File: config.mk
export PLATFORM = sky130hd
export DESIGN_NAME = rcm_port
export DESIGN_NICKNAME = d
export VERILOG_FILES = /design/src/rcm_pkg.sv /design/src/rcm_window.sv /design/src/rcm_port.sv
export VERILOG_INCLUDE_DIRS = /design/src
export SDC_FILE = /design/constraint.sdc
export NUM_CORES = 1
export LEC_CHECK = 0
export BUFFER_PORTS_ARGS = -buffer_cell sky130_fd_sc_hd__buf_4
export CORE_AREA = 2 2 136 138
export DETAILED_ROUTE_END_ITERATION = 10
export DIE_AREA = 0 0 138 140
export GPL_TIMING_DRIVEN = 0
export PLACE_DENSITY = 0.61
export SYNTH_ARGS = -nofsm -noshare
export SYNTH_HDL_FRONTEND = slang
export SYNTH_SLANG_ARGS = --single-unit
File: constraint.sdc
create_clock -name clock -period 1.8 [get_ports clock]
set_clock_uncertainty 0.15 [all_clocks]
set_input_delay 0.18 -clock clock [delete_from_list [all_inputs] [get_ports clock]]
set_output_delay 0.18 -clock clock [all_outputs]
set_load 0.05 [all_outputs]
File: src/rcm_cfg.svh
// Constants for the reconfiguration management register port
`ifndef RCM_CFG_SVH
`define RCM_CFG_SVH

// ----------------------------------------------------------------------
// Bus widths and feature count
// ----------------------------------------------------------------------
`define RCM_ADDR_W      7
`define RCM_DATA_W      32
`define RCM_NUM_FEAT    7
`define RCM_OFFS_W      3

// ----------------------------------------------------------------------
// Feature windows, byte addresses, first and last byte
// ----------------------------------------------------------------------
`define RCM_ANALOG_LO   7'h08
`define RCM_ANALOG_HI   7'h0C
`define RCM_EYEMON_LO   7'h10
`define RCM_EYEMON_HI   7'h14
`define RCM_DFE_LO      7'h18
`define RCM_DFE_HI      7'h1C
`define RCM_AEQ_LO      7'h28
`define RCM_AEQ_HI      7'h2C
`define RCM_PLLCAL_LO   7'h30
`define RCM_PLLCAL_HI   7'h34
`define RCM_STREAM_LO   7'h38
`define RCM_STREAM_HI   7'h3C
`define RCM_PLLRCF_LO   7'h40
`define RCM_PLLRCF_HI   7'h44

// ----------------------------------------------------------------------
// Reset and unmapped read values
// ----------------------------------------------------------------------
`define RCM_RDATA_RST   32'h0000_0000
`define RCM_UNMAPPED_RD 32'h0000_0000

`endif

File: src/rcm_pkg.sv
// Types for the reconfiguration management register port
package rcm_pkg;

    // ------------------------------------------------------------------
    // Feature identifiers, index into the select and read-data vectors
    // ------------------------------------------------------------------
    typedef enum logic [2:0] {
        RCM_FEAT_ANALOG = 3'b000,
        RCM_FEAT_EYEMON = 3'b001,
        RCM_FEAT_DFE    = 3'b010,
        RCM_FEAT_AEQ    = 3'b011,
        RCM_FEAT_PLLCAL = 3'b100,
        RCM_FEAT_STREAM = 3'b101,
        RCM_FEAT_PLLRCF = 3'b110
    } rcm_feat_e;

    typedef logic [31:0] rcm_data_t;
    typedef logic [6:0]  rcm_addr_t;

endpackage : rcm_pkg

File: src/rcm_window.sv
// Address window decoder for one register feature
`timescale 1ns/1ps
`include "rcm_cfg.svh"

module rcm_window
    import rcm_pkg::*;
#(
    parameter logic [6:0] LO = 7'h00,
    parameter logic [6:0] HI = 7'h00
) (
    input  wire logic [6:0] addr,
    output logic            hit,
    output logic [2:0]      offset
);

    // ------------------------------------------------------------------
    // Elaboration check
    // ------------------------------------------------------------------
    // Offset port is 3 bits wide, so a window spans at most 8 bytes
    if (HI < LO || (HI - LO) > 7'h07) begin : g_bad_window
        $error("rcm_window: window bounds unusable");
    end

    // Inclusive range compare, offset relative to the window base
    always_comb begin
        logic [6:0] diff;
        diff   = addr - LO;
        hit    = (addr >= LO) && (addr <= HI);
        offset = diff[2:0];
    end

endmodule : rcm_window

File: src/rcm_port.sv
// Reconfiguration management register port: decode and routing
//
// Function
// - The port is a memory-mapped slave reaching all controller registers.
// - Management reset is active high and level held; it idles the port.
// - The 7-bit address is a byte address, not a word index.
// - Each feature owns a window; no access reaches another feature.
// - 0x08-0x0C analog, 0x10-0x14 eye monitor, 0x18-0x1C feedback EQ.
// - 0x28-2C AEQ, 0x30-34 PLL cal, 0x38-3C streamer, 0x40-44 PLL reconfig.
// - Busy is high while any operation runs; the master waits for its fall.
`timescale 1ns/1ps
`include "rcm_cfg.svh"

module rcm_port
    import rcm_pkg::*;
#(
    parameter int NUM_FEAT = `RCM_NUM_FEAT,
    parameter int DATA_W   = `RCM_DATA_W
) (
    input  wire logic                     clock,
    input  wire logic                     reset_n,
    input  wire logic                     mgmt_reset,
    // Master side
    input  wire logic [6:0]               mgmt_address,
    input  wire logic [DATA_W-1:0]        mgmt_writedata,
    input  wire logic                     mgmt_write,
    input  wire logic                     mgmt_read,
    output logic      [DATA_W-1:0]        mgmt_readdata,
    output logic                          mgmt_readdatavalid,
    output logic                          reconfig_busy,
    // Feature side
    output logic      [NUM_FEAT-1:0]      feat_sel,
    output logic      [2:0]               feat_offset,
    output logic                          feat_write,
    output logic                          feat_read,
    output logic      [DATA_W-1:0]        feat_writedata,
    input  wire logic [NUM_FEAT*DATA_W-1:0] feat_readdata,
    input  wire logic [NUM_FEAT-1:0]      feat_busy
);

    // ------------------------------------------------------------------
    // Elaboration checks
    // ------------------------------------------------------------------
    if (NUM_FEAT != `RCM_NUM_FEAT) begin : g_bad_feat
        $error("rcm_port: window table holds exactly seven features");
    end
    if (DATA_W != `RCM_DATA_W) begin : g_bad_width
        $error("rcm_port: data path is 32 bits");
    end

    // ------------------------------------------------------------------
    // Window table
    // ------------------------------------------------------------------
    // Bases sit on eight-byte steps, so the offset is the low address bits
    localparam logic [6:0] WIN_LO [`RCM_NUM_FEAT] = '{
        `RCM_ANALOG_LO, `RCM_EYEMON_LO, `RCM_DFE_LO, `RCM_AEQ_LO,
        `RCM_PLLCAL_LO, `RCM_STREAM_LO, `RCM_PLLRCF_LO
    };
    localparam logic [6:0] WIN_HI [`RCM_NUM_FEAT] = '{
        `RCM_ANALOG_HI, `RCM_EYEMON_HI, `RCM_DFE_HI, `RCM_AEQ_HI,
        `RCM_PLLCAL_HI, `RCM_STREAM_HI, `RCM_PLLRCF_HI
    };

    // ------------------------------------------------------------------
    // Address decode
    // ------------------------------------------------------------------
    logic [NUM_FEAT-1:0] hit;
    logic [2:0]          win_offs [NUM_FEAT];
    logic [2:0]          offs_d;
    logic                any_hit;
    logic                wr_req;
    logic                rd_req;

    for (genvar i = 0; i < NUM_FEAT; i++) begin : g_win
        rcm_window #(
            .LO (WIN_LO[i]),
            .HI (WIN_HI[i])
        ) u_win (
            .addr   (mgmt_address),
            .hit    (hit[i]),
            .offset (win_offs[i])
        );
    end

    // Windows never overlap, so an OR of masked offsets is exact
    always_comb begin
        offs_d = 3'h0;
        for (int i = 0; i < NUM_FEAT; i++) begin
            offs_d = offs_d | (hit[i] ? win_offs[i] : 3'h0);
        end
    end

    // Any window hit lets the feature strobes through
    assign any_hit = |hit;

    // Trade-off: no error response, a dropped access simply vanishes
    // a read and write in one cycle is ambiguous, drop both
    assign wr_req = mgmt_write && !mgmt_read;
    assign rd_req = mgmt_read && !mgmt_write;

    // ------------------------------------------------------------------
    // Feature issue stage
    // ------------------------------------------------------------------
    logic [NUM_FEAT-1:0] sel_q;
    logic [2:0]          offs_q;
    logic                fwr_q;
    logic                frd_q;
    logic                rd_pend_q;
    logic [DATA_W-1:0]   wdata_q;

    // Unmapped reads still set rd_pend_q so every read gets its answer
    // one-hot select keeps each access in its own window
    // strobes leave on the clock edge after sampling
    // management reset holds the stage idle
    always_ff @(posedge clock or negedge reset_n) begin
        if (!reset_n) begin
            sel_q     <= '0;
            offs_q    <= 3'h0;
            fwr_q     <= 1'b0;
            frd_q     <= 1'b0;
            rd_pend_q <= 1'b0;
        end else if (mgmt_reset) begin
            sel_q     <= '0;
            offs_q    <= 3'h0;
            fwr_q     <= 1'b0;
            frd_q     <= 1'b0;
            rd_pend_q <= 1'b0;
        end else begin
            // unmapped writes never reach a feature
            sel_q     <= (wr_req || rd_req) ? hit : '0;
            offs_q    <= (wr_req || rd_req) ? offs_d : 3'h0;
            fwr_q     <= wr_req && any_hit;
            frd_q     <= rd_req && any_hit;
            rd_pend_q <= rd_req;
        end
    end

    // Write data held with the strobe it belongs to
    // Not cleared after use, so a slow feature may sample it late
    always_ff @(posedge clock or negedge reset_n) begin
        if (!reset_n) begin
            wdata_q <= `RCM_RDATA_RST;
        end else if (mgmt_reset) begin
            wdata_q <= `RCM_RDATA_RST;
        end else if (wr_req) begin
            wdata_q <= mgmt_writedata;
        end
    end

    // ------------------------------------------------------------------
    // Read return stage
    // ------------------------------------------------------------------
    logic [DATA_W-1:0] rsel_d;
    logic [DATA_W-1:0] rdata_q;
    logic              rvalid_q;

    // Masked OR mux, zero when no window was selected
    always_comb begin
        rsel_d = `RCM_UNMAPPED_RD;
        for (int i = 0; i < NUM_FEAT; i++) begin
            if (sel_q[i]) begin
                rsel_d = rsel_d | feat_readdata[i*DATA_W +: DATA_W];
            end
        end
    end

    // unmapped reads still answer, with zero
    // every read gets exactly one valid pulse
    always_ff @(posedge clock or negedge reset_n) begin
        if (!reset_n) begin
            rdata_q  <= `RCM_RDATA_RST;
            rvalid_q <= 1'b0;
        end else if (mgmt_reset) begin
            rdata_q  <= `RCM_RDATA_RST;
            rvalid_q <= 1'b0;
        end else begin
            rvalid_q <= rd_pend_q;
            if (rd_pend_q) begin
                rdata_q <= rsel_d;
            end
        end
    end

    // ------------------------------------------------------------------
    // Busy aggregation
    // ------------------------------------------------------------------
    logic busy_q;

    // One edge of lag buys a clean registered busy output
    // any feature at work makes the port busy
    // busy reads high while held in reset, like the calibrators
    always_ff @(posedge clock or negedge reset_n) begin
        if (!reset_n) begin
            busy_q <= 1'b1;
        end else if (mgmt_reset) begin
            busy_q <= 1'b1;
        end else begin
            busy_q <= |feat_busy;
        end
    end

    // ------------------------------------------------------------------
    // Outputs
    // ------------------------------------------------------------------
    // Every output is a flop; no path from feat_readdata to the master
    assign mgmt_readdata      = rdata_q;
    assign mgmt_readdatavalid = rvalid_q;
    assign reconfig_busy      = busy_q;
    assign feat_sel           = sel_q;
    assign feat_offset        = offs_q;
    assign feat_write         = fwr_q;
    assign feat_read          = frd_q;
    assign feat_writedata     = wdata_q;

endmodule : rcm_port

## Yosys cells after proc, flatten, opt, wreduce, memory -nomap -nowiden

Index checks and enable logic that the tools add are counted.

- Add/sub/neg operators: 7
- Magnitude comparators: 14
- Mux-type cells: 27
- Bitwise logic cells: 12
- Reduce and logical (&&, ||, !) cells: 18

Operator list:

| operator | count |
|---|---|
| $mux 32 | 11 |
| $or 32x32->32 | 6 |
| $mux 3 | 9 |
| $ge 7x6->1 const B | 3 |
| $le 7x6->1 const B | 3 |
| $sub 3x1->3 const B | 7 |
| $or 3x3->3 | 6 |
| $ge 7x5->1 const B | 2 |
| $le 7x5->1 const B | 2 |
| $mux 7 | 2 |
| $reduce_or 7->1 | 2 |
| $logic_and 1x1->1 | 11 |
| $ge 7x4->1 const B | 1 |
| $ge 7x7->1 const B | 1 |
| $le 7x4->1 const B | 1 |
| $le 7x7->1 const B | 1 |
| $mux 1 | 5 |
| $reduce_bool 2->1 | 2 |
| $logic_not 1->1 | 2 |
| $logic_or 1x1->1 | 1 |

- Register bits: 79
- Input bits: 275
- Logic and storage cells: 87

## Logic depth before layout (Yosys ltp)

Gate-level depths: netlist of the first run.

- Depth in word-level cells: 15
- Gate-level depth with buffers: 6

## Cells and area by module

A second synthesis of the first run with hierarchy kept.

- Cell total of the unflattened synthesis: 451
- Area, all modules: 5061.1 um^2

Modules (own cells, without submodules):

| module | times used | cells an instance | area an instance (um^2) | sequential area each (um^2) |
|---|---|---|---|---|
| rcm_port | 1 | 409 | 4745.8 | 1978.1 |
| rcm_window at g_win[0].u_win ... | 3 | 6 | 41.3 | 0.0 |
| rcm_window at g_win[2].u_win ... | 2 | 6 | 46.3 | 0.0 |
| rcm_window at g_win[4].u_win | 1 | 6 | 55.1 | 0.0 |
| rcm_window at g_win[5].u_win | 1 | 6 | 43.8 | 0.0 |

## Least setup slack after synthesis of the first run

Ideal clock, no wire load.

- Path type: flip-flop to flip-flop
- From: register sel_q[3] (netlist: feat_sel[3])
- To: register rdata_q[1] (netlist: mgmt_readdata[1])
- Setup time: 0.088 ns
- Arrival: 1.309 ns
- Required time: 1.562 ns
- Setup slack: 0.252 ns
- Stages on the path, launching flop included: 4
- Path buffers: 1
- Clock period less this slack: 1.548 ns
- Cell sequence: dfrtp_1 > clkbuf_1 > a22oi_1 > a41oi_1

- Longest elaborated chain between the ends: 9

RTL lines:

| item | line | text |
|---|---|---|
| start, declared | rcm_port.sv:104 | `logic [NUM_FEAT-1:0] sel_q;` |
| start signal, assigned | rcm_port.sv:130 | `sel_q <= (wr_req \|\| rd_req) ? hit : '0;` |
| $mux 32 (*) | rcm_port.sv:161 | `if (sel_q[i]) begin` |
| $or 32x32->32 | rcm_port.sv:162 | `rsel_d = rsel_d \| feat_readdata[i*DATA_W +: DATA_W];` |
| $mux 32 (*) | rcm_port.sv:161 |  |
| $or 32x32->32 | rcm_port.sv:162 |  |
| $mux 32 (*) | rcm_port.sv:161 |  |
| $or 32x32->32 | rcm_port.sv:162 |  |
| $mux 32 (*) | rcm_port.sv:161 |  |
| $mux 32 (*) | rcm_port.sv:178 | `if (rd_pend_q) begin` |
| $mux 32 (*) | rcm_port.sv:173 | `end else if (mgmt_reset) begin` |
| end signal, assigned | rcm_port.sv:171 | `` rdata_q <= `RCM_RDATA_RST; `` |
| end signal, assigned | rcm_port.sv:174 | `` rdata_q <= `RCM_RDATA_RST; `` |
| end signal, assigned | rcm_port.sv:179 | `rdata_q <= rsel_d;` |
| end, declared | rcm_port.sv:154 | `logic [DATA_W-1:0] rdata_q;` |

Mark *: on every way between the ends. The rest lies on a longest branch, timed or not. The select of a mux whose other input is x is not followed.
A chain may end at the register's enable or synchronous reset.

## Worst setup path in the final report of the first run

- From: register sel_q[5] (netlist: feat_sel[5])
- To: register rdata_q[1] (netlist: mgmt_readdata[1])

- Longest elaborated chain between the ends: 5

RTL lines:

| item | line |
|---|---|
| $mux 32 (*) | rcm_port.sv:161 |
| $or 32x32->32 | rcm_port.sv:162 |
| $mux 32 (*) | rcm_port.sv:161 |
| $mux 32 (*) | rcm_port.sv:178 |
| $mux 32 (*) | rcm_port.sv:173 |

Marked as above.

==> results of run 1 <==
[final cells by class]
cell class	count	area share, %
clock inverters	6	1.72
flip-flops and latches	79	24.3
multi-input cells	287	26.8
diodes	1	0.0307
repair buffers	400	38.3
clock buffers	10	2.81
plain buffers	41	2.21
inverters	7	0.322
well taps	229	3.52
[flip-flops by register name, summed over array words and instances, names as in the netlist]
register	cells
feat_offset	3
feat_read	1
feat_sel	7
feat_write	1
feat_writedata	32
mgmt_readdata	32
mgmt_readdatavalid	1
rd_pend_q	1
reconfig_busy	1
[synth_stat cells (3+ instances only)]
library cell,number
a2111oi_2,4
a21boi_0,32
a22oi_1,96
a41oi_1,32
buf_1,3
buf_2,3
clkbuf_1,35
dfrtp_1,78
inv_1,7
mux2i_1,32
nor2_1,34
nor4_1,7
o21bai_1,32
[worst max-delay path by stage]
stage / slack, ns / to / depth (start not counted)
2_1_floorplan: 0.25 / mgmt_readdata[1] / 3
3_3_place_gp: -0.26 / mgmt_readdata[26] / 4
3_5_place_dp: -0.25 / mgmt_readdata[6] / 3
4_1_cts: 0.005 / mgmt_readdata[29] / 4
5_1_grt: 0.006 / mgmt_readdata[11] / 3
6_report: 0.07 / mgmt_readdata[1] / 3
[tightest hold or removal path, delay by kind of cell]
family                 cells  cell delay, ns
AO/OA/AOI/OAI              2            0.20
buffers and inverters      1            0.08
[cells by family after synthesis]
kind of cell	after synthesis	synth area share [%]
AOI/OAI and AO/OA	199	36.1
DFF	79	45.5
and+or+nand+nor	54	6.19
buffers and inverters	48	4.23
muxes	32	7.37
adders and majority gates	2	0.576
[through the flow]
step           utilization (%)  cells
2_1_floorplan                -    414
3_3_place_gp              40.9    995
3_5_place_dp              40.9    995
4_1_cts                   45.7   1059
5_1_grt                   45.8   1059
6_report                  45.8   1060
[report_power, final]
| group | leakage, nW | internal, mW | switching, mW |
|---|---|---|---|
| Clock | 0.179 | 1.51 | 0.798 |
| Sequential | 1.07 | 1.85 | 0.0459 |
| Combinational | 2.64 | 0.648 | 0.611 |
[repair_timing]
| action | in CTS | in global routing |
|---|---|---|
| buffers inserted | 0 | 0 |
| endpoints found under the setup margin | 33 | 18 |
| endpoints found under the hold margin | 123 | 0 |
| pin swaps | 0 | 0 |
| hold buffers | 48 | 0 |
| gates resized for setup | 9 | 20 |
[routing by layer]
layer | share of wire [%] | vias up | GRT usage (%)
met2 | 50 | 273 | 39.2
met4 | 2.5 | 0 | 8.65
met1 | 39 | 2457 | 25.5
li1 | - | 2463 | -
met5 | 0 | - | 0
met3 | 8.9 | 35 | 7.32
==> metrics.txt, run 1 <==
outcome completed; drt initial violations 178; initial core utilization 24.4%; Initial DRT Pass Iterations 4; synth-to-layout area growth 87.6%; clk buf depth 2; power per cell area 670 mW/mm^2; Worst-path clk slew 0.07 ns; die area 0.0193 sq mm; Synth Instances 414; drt wl/cell 20.8 microns; Ys Warns 0; Ports 353; Post-DP Area 0.00727 sq mm; first-pass GRT wire length 33100 microns; CP bufs+invs 1; Syn Area/Cell 10.5 sq um; post-layout instance area 0.00815 sq mm; Num CTS Buffers 9; GRT Total Usage 22.4%; crit path max fanout 10; post-layout min period 1.73 ns; initial antenna violation count 1; CP cell instances clkbuf_1 > a22oi_1 > a41oi_1; FF-to-FF setup slack 0.07 ns; Mapped Nets 691; post-synthesis sequential area ratio 45.5%; max cap viols 0; multi-input combinational cell area 0.00218 sq mm; Clk Tree Root Cell clkbuf_16; critical path class reg2reg; Post-synth EDFFs 0; WP data arrival 1.83 ns; P_leak 3.89 nW; Net count, final 1102; Slowest cell on crit path dfrtp_1; Min-Delay Path Depth 3; Final Setup Violations 0; Routed WL 22100 microns; Max stage delay on crit path 0.59 ns; Data required, critical path 1.90 ns; vias post-DR 5228; pre-CTS setup slack -0.248 ns; hold slack 0.00194 ns; fillers 1752; main flop type after synthesis dfrtp_1; Achievable Freq 579 MHz; Worst IR Drop VDD 0.410 mV; FF/Latch Area 0.00198 sq mm; RSZ-0062 raised after global routing no; synthesized flop and latch total 79; Area contributors post-synth dfrtp_1 45%, a22oi_1 17%, mux2i_1 7.4%, a41oi_1 6.5%, a21boi_0 5.5%; Die W 138 microns; R2R depth 3; synth unique cells 30; final setup TNS 0 ns; Hold Fails Final Rpt 0; clk_lat worst skew 0.34 ns; normalized max-slew margin 29.7%; final worst slack 0.0730 ns; delay-heaviest family, CP flip-flops; hold_sp feat_readdata[205]; count of pins over their slew limit 0; Async SR Flop Fraction 100%; hold endpoint mgmt_readdata[13]; CP endpoint kind flop; RD Place Congestion 0.781; most frequent cells in the layout 352 x buf_4, 96 x a22oi_1, 77 x dfrtp_1, 48 x dlygate4sd3_1, 34 x nor2_1; CTS sink count 79; largest net degree at the start of global routing 80; most common cell after layout, fill and taps aside buf_4; Post-Syn Area 0.00434 sq mm; DR DRC count 0; CTS tree done; Final HPWL DP 16900 microns; FF-to-FF Start feat_sel[5]; layout cells sized above 1 47.8%; GRT overflow 0; Setup crit start feat_sel[5]; Core ar. 0.0178 sq mm; vias in the first global route 5708; Die Height 140 microns; H-Tree Depth 3; Critical Path Start Type flop; top-area cell type share of the netlist area 44.9%; std cell rows 49; Slew @ Worst Pin 1.06 ns; FF-to-FF End mgmt_readdata[1]; Tot Pwr 5.46 mW; Hold Crit Class in2reg; Post-DRT Antenna Nets 0; fin crit share 95.9%; Synth area leader dfrtp_1; port buffer count 352; DR vias/cell 4.93
No activity file was read; power rests on OpenSTA's default activity.
==> run 2, diff against run 1 <==
--- a/config.mk
+++ b/config.mk
@@ -6,10 +6,11 @@
 export SDC_FILE = /design/constraint.sdc
 export NUM_CORES = 1
 export LEC_CHECK = 0
+export ABC_CLOCK_PERIOD_IN_PS = 1500
 export BUFFER_PORTS_ARGS = -buffer_cell sky130_fd_sc_hd__buf_4
-export CORE_AREA = 2 2 136 138
+export CORE_AREA = 2 2 139 141
 export DETAILED_ROUTE_END_ITERATION = 10
-export DIE_AREA = 0 0 138 140
+export DIE_AREA = 0 0 141 143
 export GPL_TIMING_DRIVEN = 0
 export PLACE_DENSITY = 0.61
 export SYNTH_ARGS = -nofsm -noshare
==> constraint.sdc (replaced) <==
create_clock -name clock -period 1.5 [get_ports clock]
set_clock_uncertainty 0.15 [all_clocks]
set_input_delay 0.15 -clock clock [delete_from_list [all_inputs] [get_ports clock]]
set_output_delay 0.15 -clock clock [all_outputs]
set_load 0.05 [all_outputs]
==> metrics.txt, run 2 (synthesis results as in run 1) <==
RSZ-0062 raised after global routing yes; Worst IR Drop VDD 0.496 mV (+21%); power per cell area 741 mW/mm^2 (+11%); clk buf depth 2 (unchanged); outcome finished with violations; GRT Total Usage 21.3% (-1.1 points); layout cells sized above 1 49.8% (+1.9 points); RD Place Congestion 0.785 (+0.47%); std cell rows 50 (+2.0%); CP endpoint kind flop; die area 0.0202 sq mm (+4.4%); FF/Latch Area 0.00199 sq mm (+0.32%); Final HPWL DP 16600 microns (-2.2%); critical path class reg2reg; drt initial violations 196 (+10%); Num CTS Buffers 9 (unchanged); Post-DRT Antenna Nets 0 (unchanged); CTS sink count 79 (unchanged); Setup crit start feat_sel[5]; failing checks negative hold slack; fillers 1788 (+2.1%); hold slack -0.152 ns (-0.154 ns); Core ar. 0.0186 sq mm (+4.5%); met2 global-route usage 38.6% (-0.65 points); Non-Filler Instances 1092 (+3.0%); Critical Path Start Type flop; multi-input combinational cell area 0.00224 sq mm (+2.5%); GRT overflow 0 (unchanged); Post-Place Cells 1000 (+0.50%); Hold Crit Class in2async; Net count, final 1130 (+2.5%); met1 Usage GRT 23.5% (-1.9 points); Hold Fails Final Rpt 79 (+79); Slowest cell on crit path dfrtp_2; largest net degree at the start of global routing 80 (unchanged); Max stage delay on crit path 0.50 ns (-0.09 ns); Final Setup Violations 0 (unchanged); drt wl/cell 20.4 microns (-2.2%); initial antenna violation count 0 (-1); vias in the first global route 5757 (+0.86%); Initial DRT Pass Iterations 4 (unchanged); post-layout min period 1.47 ns (-0.261 ns); initial core utilization 23.4% (-1.1 points); clk_lat worst skew 0.34 ns (about the same); Die W 141 microns (+2.2%); first-pass GRT wire length 32300 microns (-2.6%); crit path max fanout 6 (-4); vias post-DR 5396 (+3.2%); FF-to-FF Start feat_sel[5]; most frequent cells in the layout 356 x buf_4, 90 x a22oi_1, 72 x dfrtp_1, 72 x dlygate4sd3_1, 34 x nor2_1; Slew @ Worst Pin 1.02 ns (-0.0361 ns); DR DRC count 0 (unchanged); GRT met3 Usage 6.37% (-0.94 points); Data required, critical path 1.55 ns (-0.35 ns); GR peak layer met2; port buffer count 352 (unchanged); synth-to-layout area growth 96.2%; count of pins over their slew limit 0 (unchanged); Clk Tree Root Cell clkbuf_16; CTS tree done; most common cell after layout, fill and taps aside buf_4; WP data arrival 1.52 ns (-0.31 ns); H-Tree Depth 3 (unchanged); Ports 353 (unchanged); DR vias/cell 4.94 (+0.19%); max cap viols 0 (unchanged); CP cell instances clkbuf_16 > a22oi_2 > a41oi_2; Core Util, Final 45.9% (about the same); Die Height 143 microns (+2.1%); number of antenna cells inserted 0 (-1); Achievable Freq 682 MHz (+18%); normalized max-slew margin 32.1% (+2.4 points); Routed WL 22300 microns (+0.78%); Worst-path clk slew 0.07 ns (about the same); P_leak 4.07 nW (+4.6%); fin crit share 97.8% (+1.8 points)
-- run 2: changes by cell type in the layout (fill, tap and decap cells not counted), moves of 6 or more --
cell and delta:
clkbuf_1 -12, buf_2 +6, dlygate4sd3_1 +24, a22oi_1 -6, a21boi_0 -7, a21boi_1 +6
a22oi_2 +6, clkbuf_4 +8, clkbuf_2 -7
-- run 2: per-stage QoR --
stage / total power, mW / hold WS [ns] / setup TNS (ns) / area, sq um / setup slack [ns]
after floorplan: 2.86 / -0.296 / 0 / 4350 / 0.00714
after CTS: 6.36 / -0.122 / -0.0239 / 8460 / -0.0100
after global placement: 3.71 / 0.192 / -23.73 / 7280 / -0.624
final: 6.32 / -0.152 / 0 / 8520 / 0.0336
after global routing: 6.56 / -0.0754 / -0.0984 / 8520 / -0.0440
after detailed placement: 3.72 / 0.190 / -23.50 / 7280 / -0.608
-- run 2: worst max-delay path: cells and delay by family (launching register included) --
kind,cells,cell delay [ns]
AO/OA/AOI/OAI,2,0.48
buffers and inverters,1,0.20
flip-flops,1,0.50
-- run 2: cell type report --
type	instances	share of cell area, %
timing repair buffer	429	40.0
multi-input combinational	287	26.2
sequential	79	23.3
tap	234	3.43
buffer	40	2.89
clock buffer	10	2.80
clock inverter	6	1.07
inverter	7	0.308
-- run 2: path summary, 6_finish.rpt --
check | end | slack (ns) | depth (start not counted)
setup / recovery | mgmt_readdata[29] | 0.03 | 3
min in group clock | mgmt_readdata[1] | 0 | 3
hold / removal | feat_writedata[5] | -0.15 | 1
hold reg to reg | feat_writedata[30] | 0.38 | 2
setup reg to reg | mgmt_readdata[29] | 0.03 | 3
max in group asynchronous | feat_sel[1] | 0.64 | 1
-- run 2: report_power, final --
part / internal (mW) / switching (mW)
Clock: 1.51 / 0.949
Combinational: 0.832 / 0.750
Sequential: 2.22 / 0.0556
-- run 2: timing repair --
action / 4_1_cts / 5_1_grt
setup buffers: 4 / 0
gates resized for setup: 47 / 25
endpoints found under the hold margin: 137 / 79
pin swaps: 2 / 3
endpoints found under the setup margin: 36 / 27
hold buffers: 71 / 2
-- run 2: routing by layer --
metal	wire, microns	vias to the layer above	share of wire (%)
met3	2010	33	9.0
met5	0	-	0
met1	8380	2554	38
met2	11300	286	51
met4	564	0	2.5
li1	-	2523	-
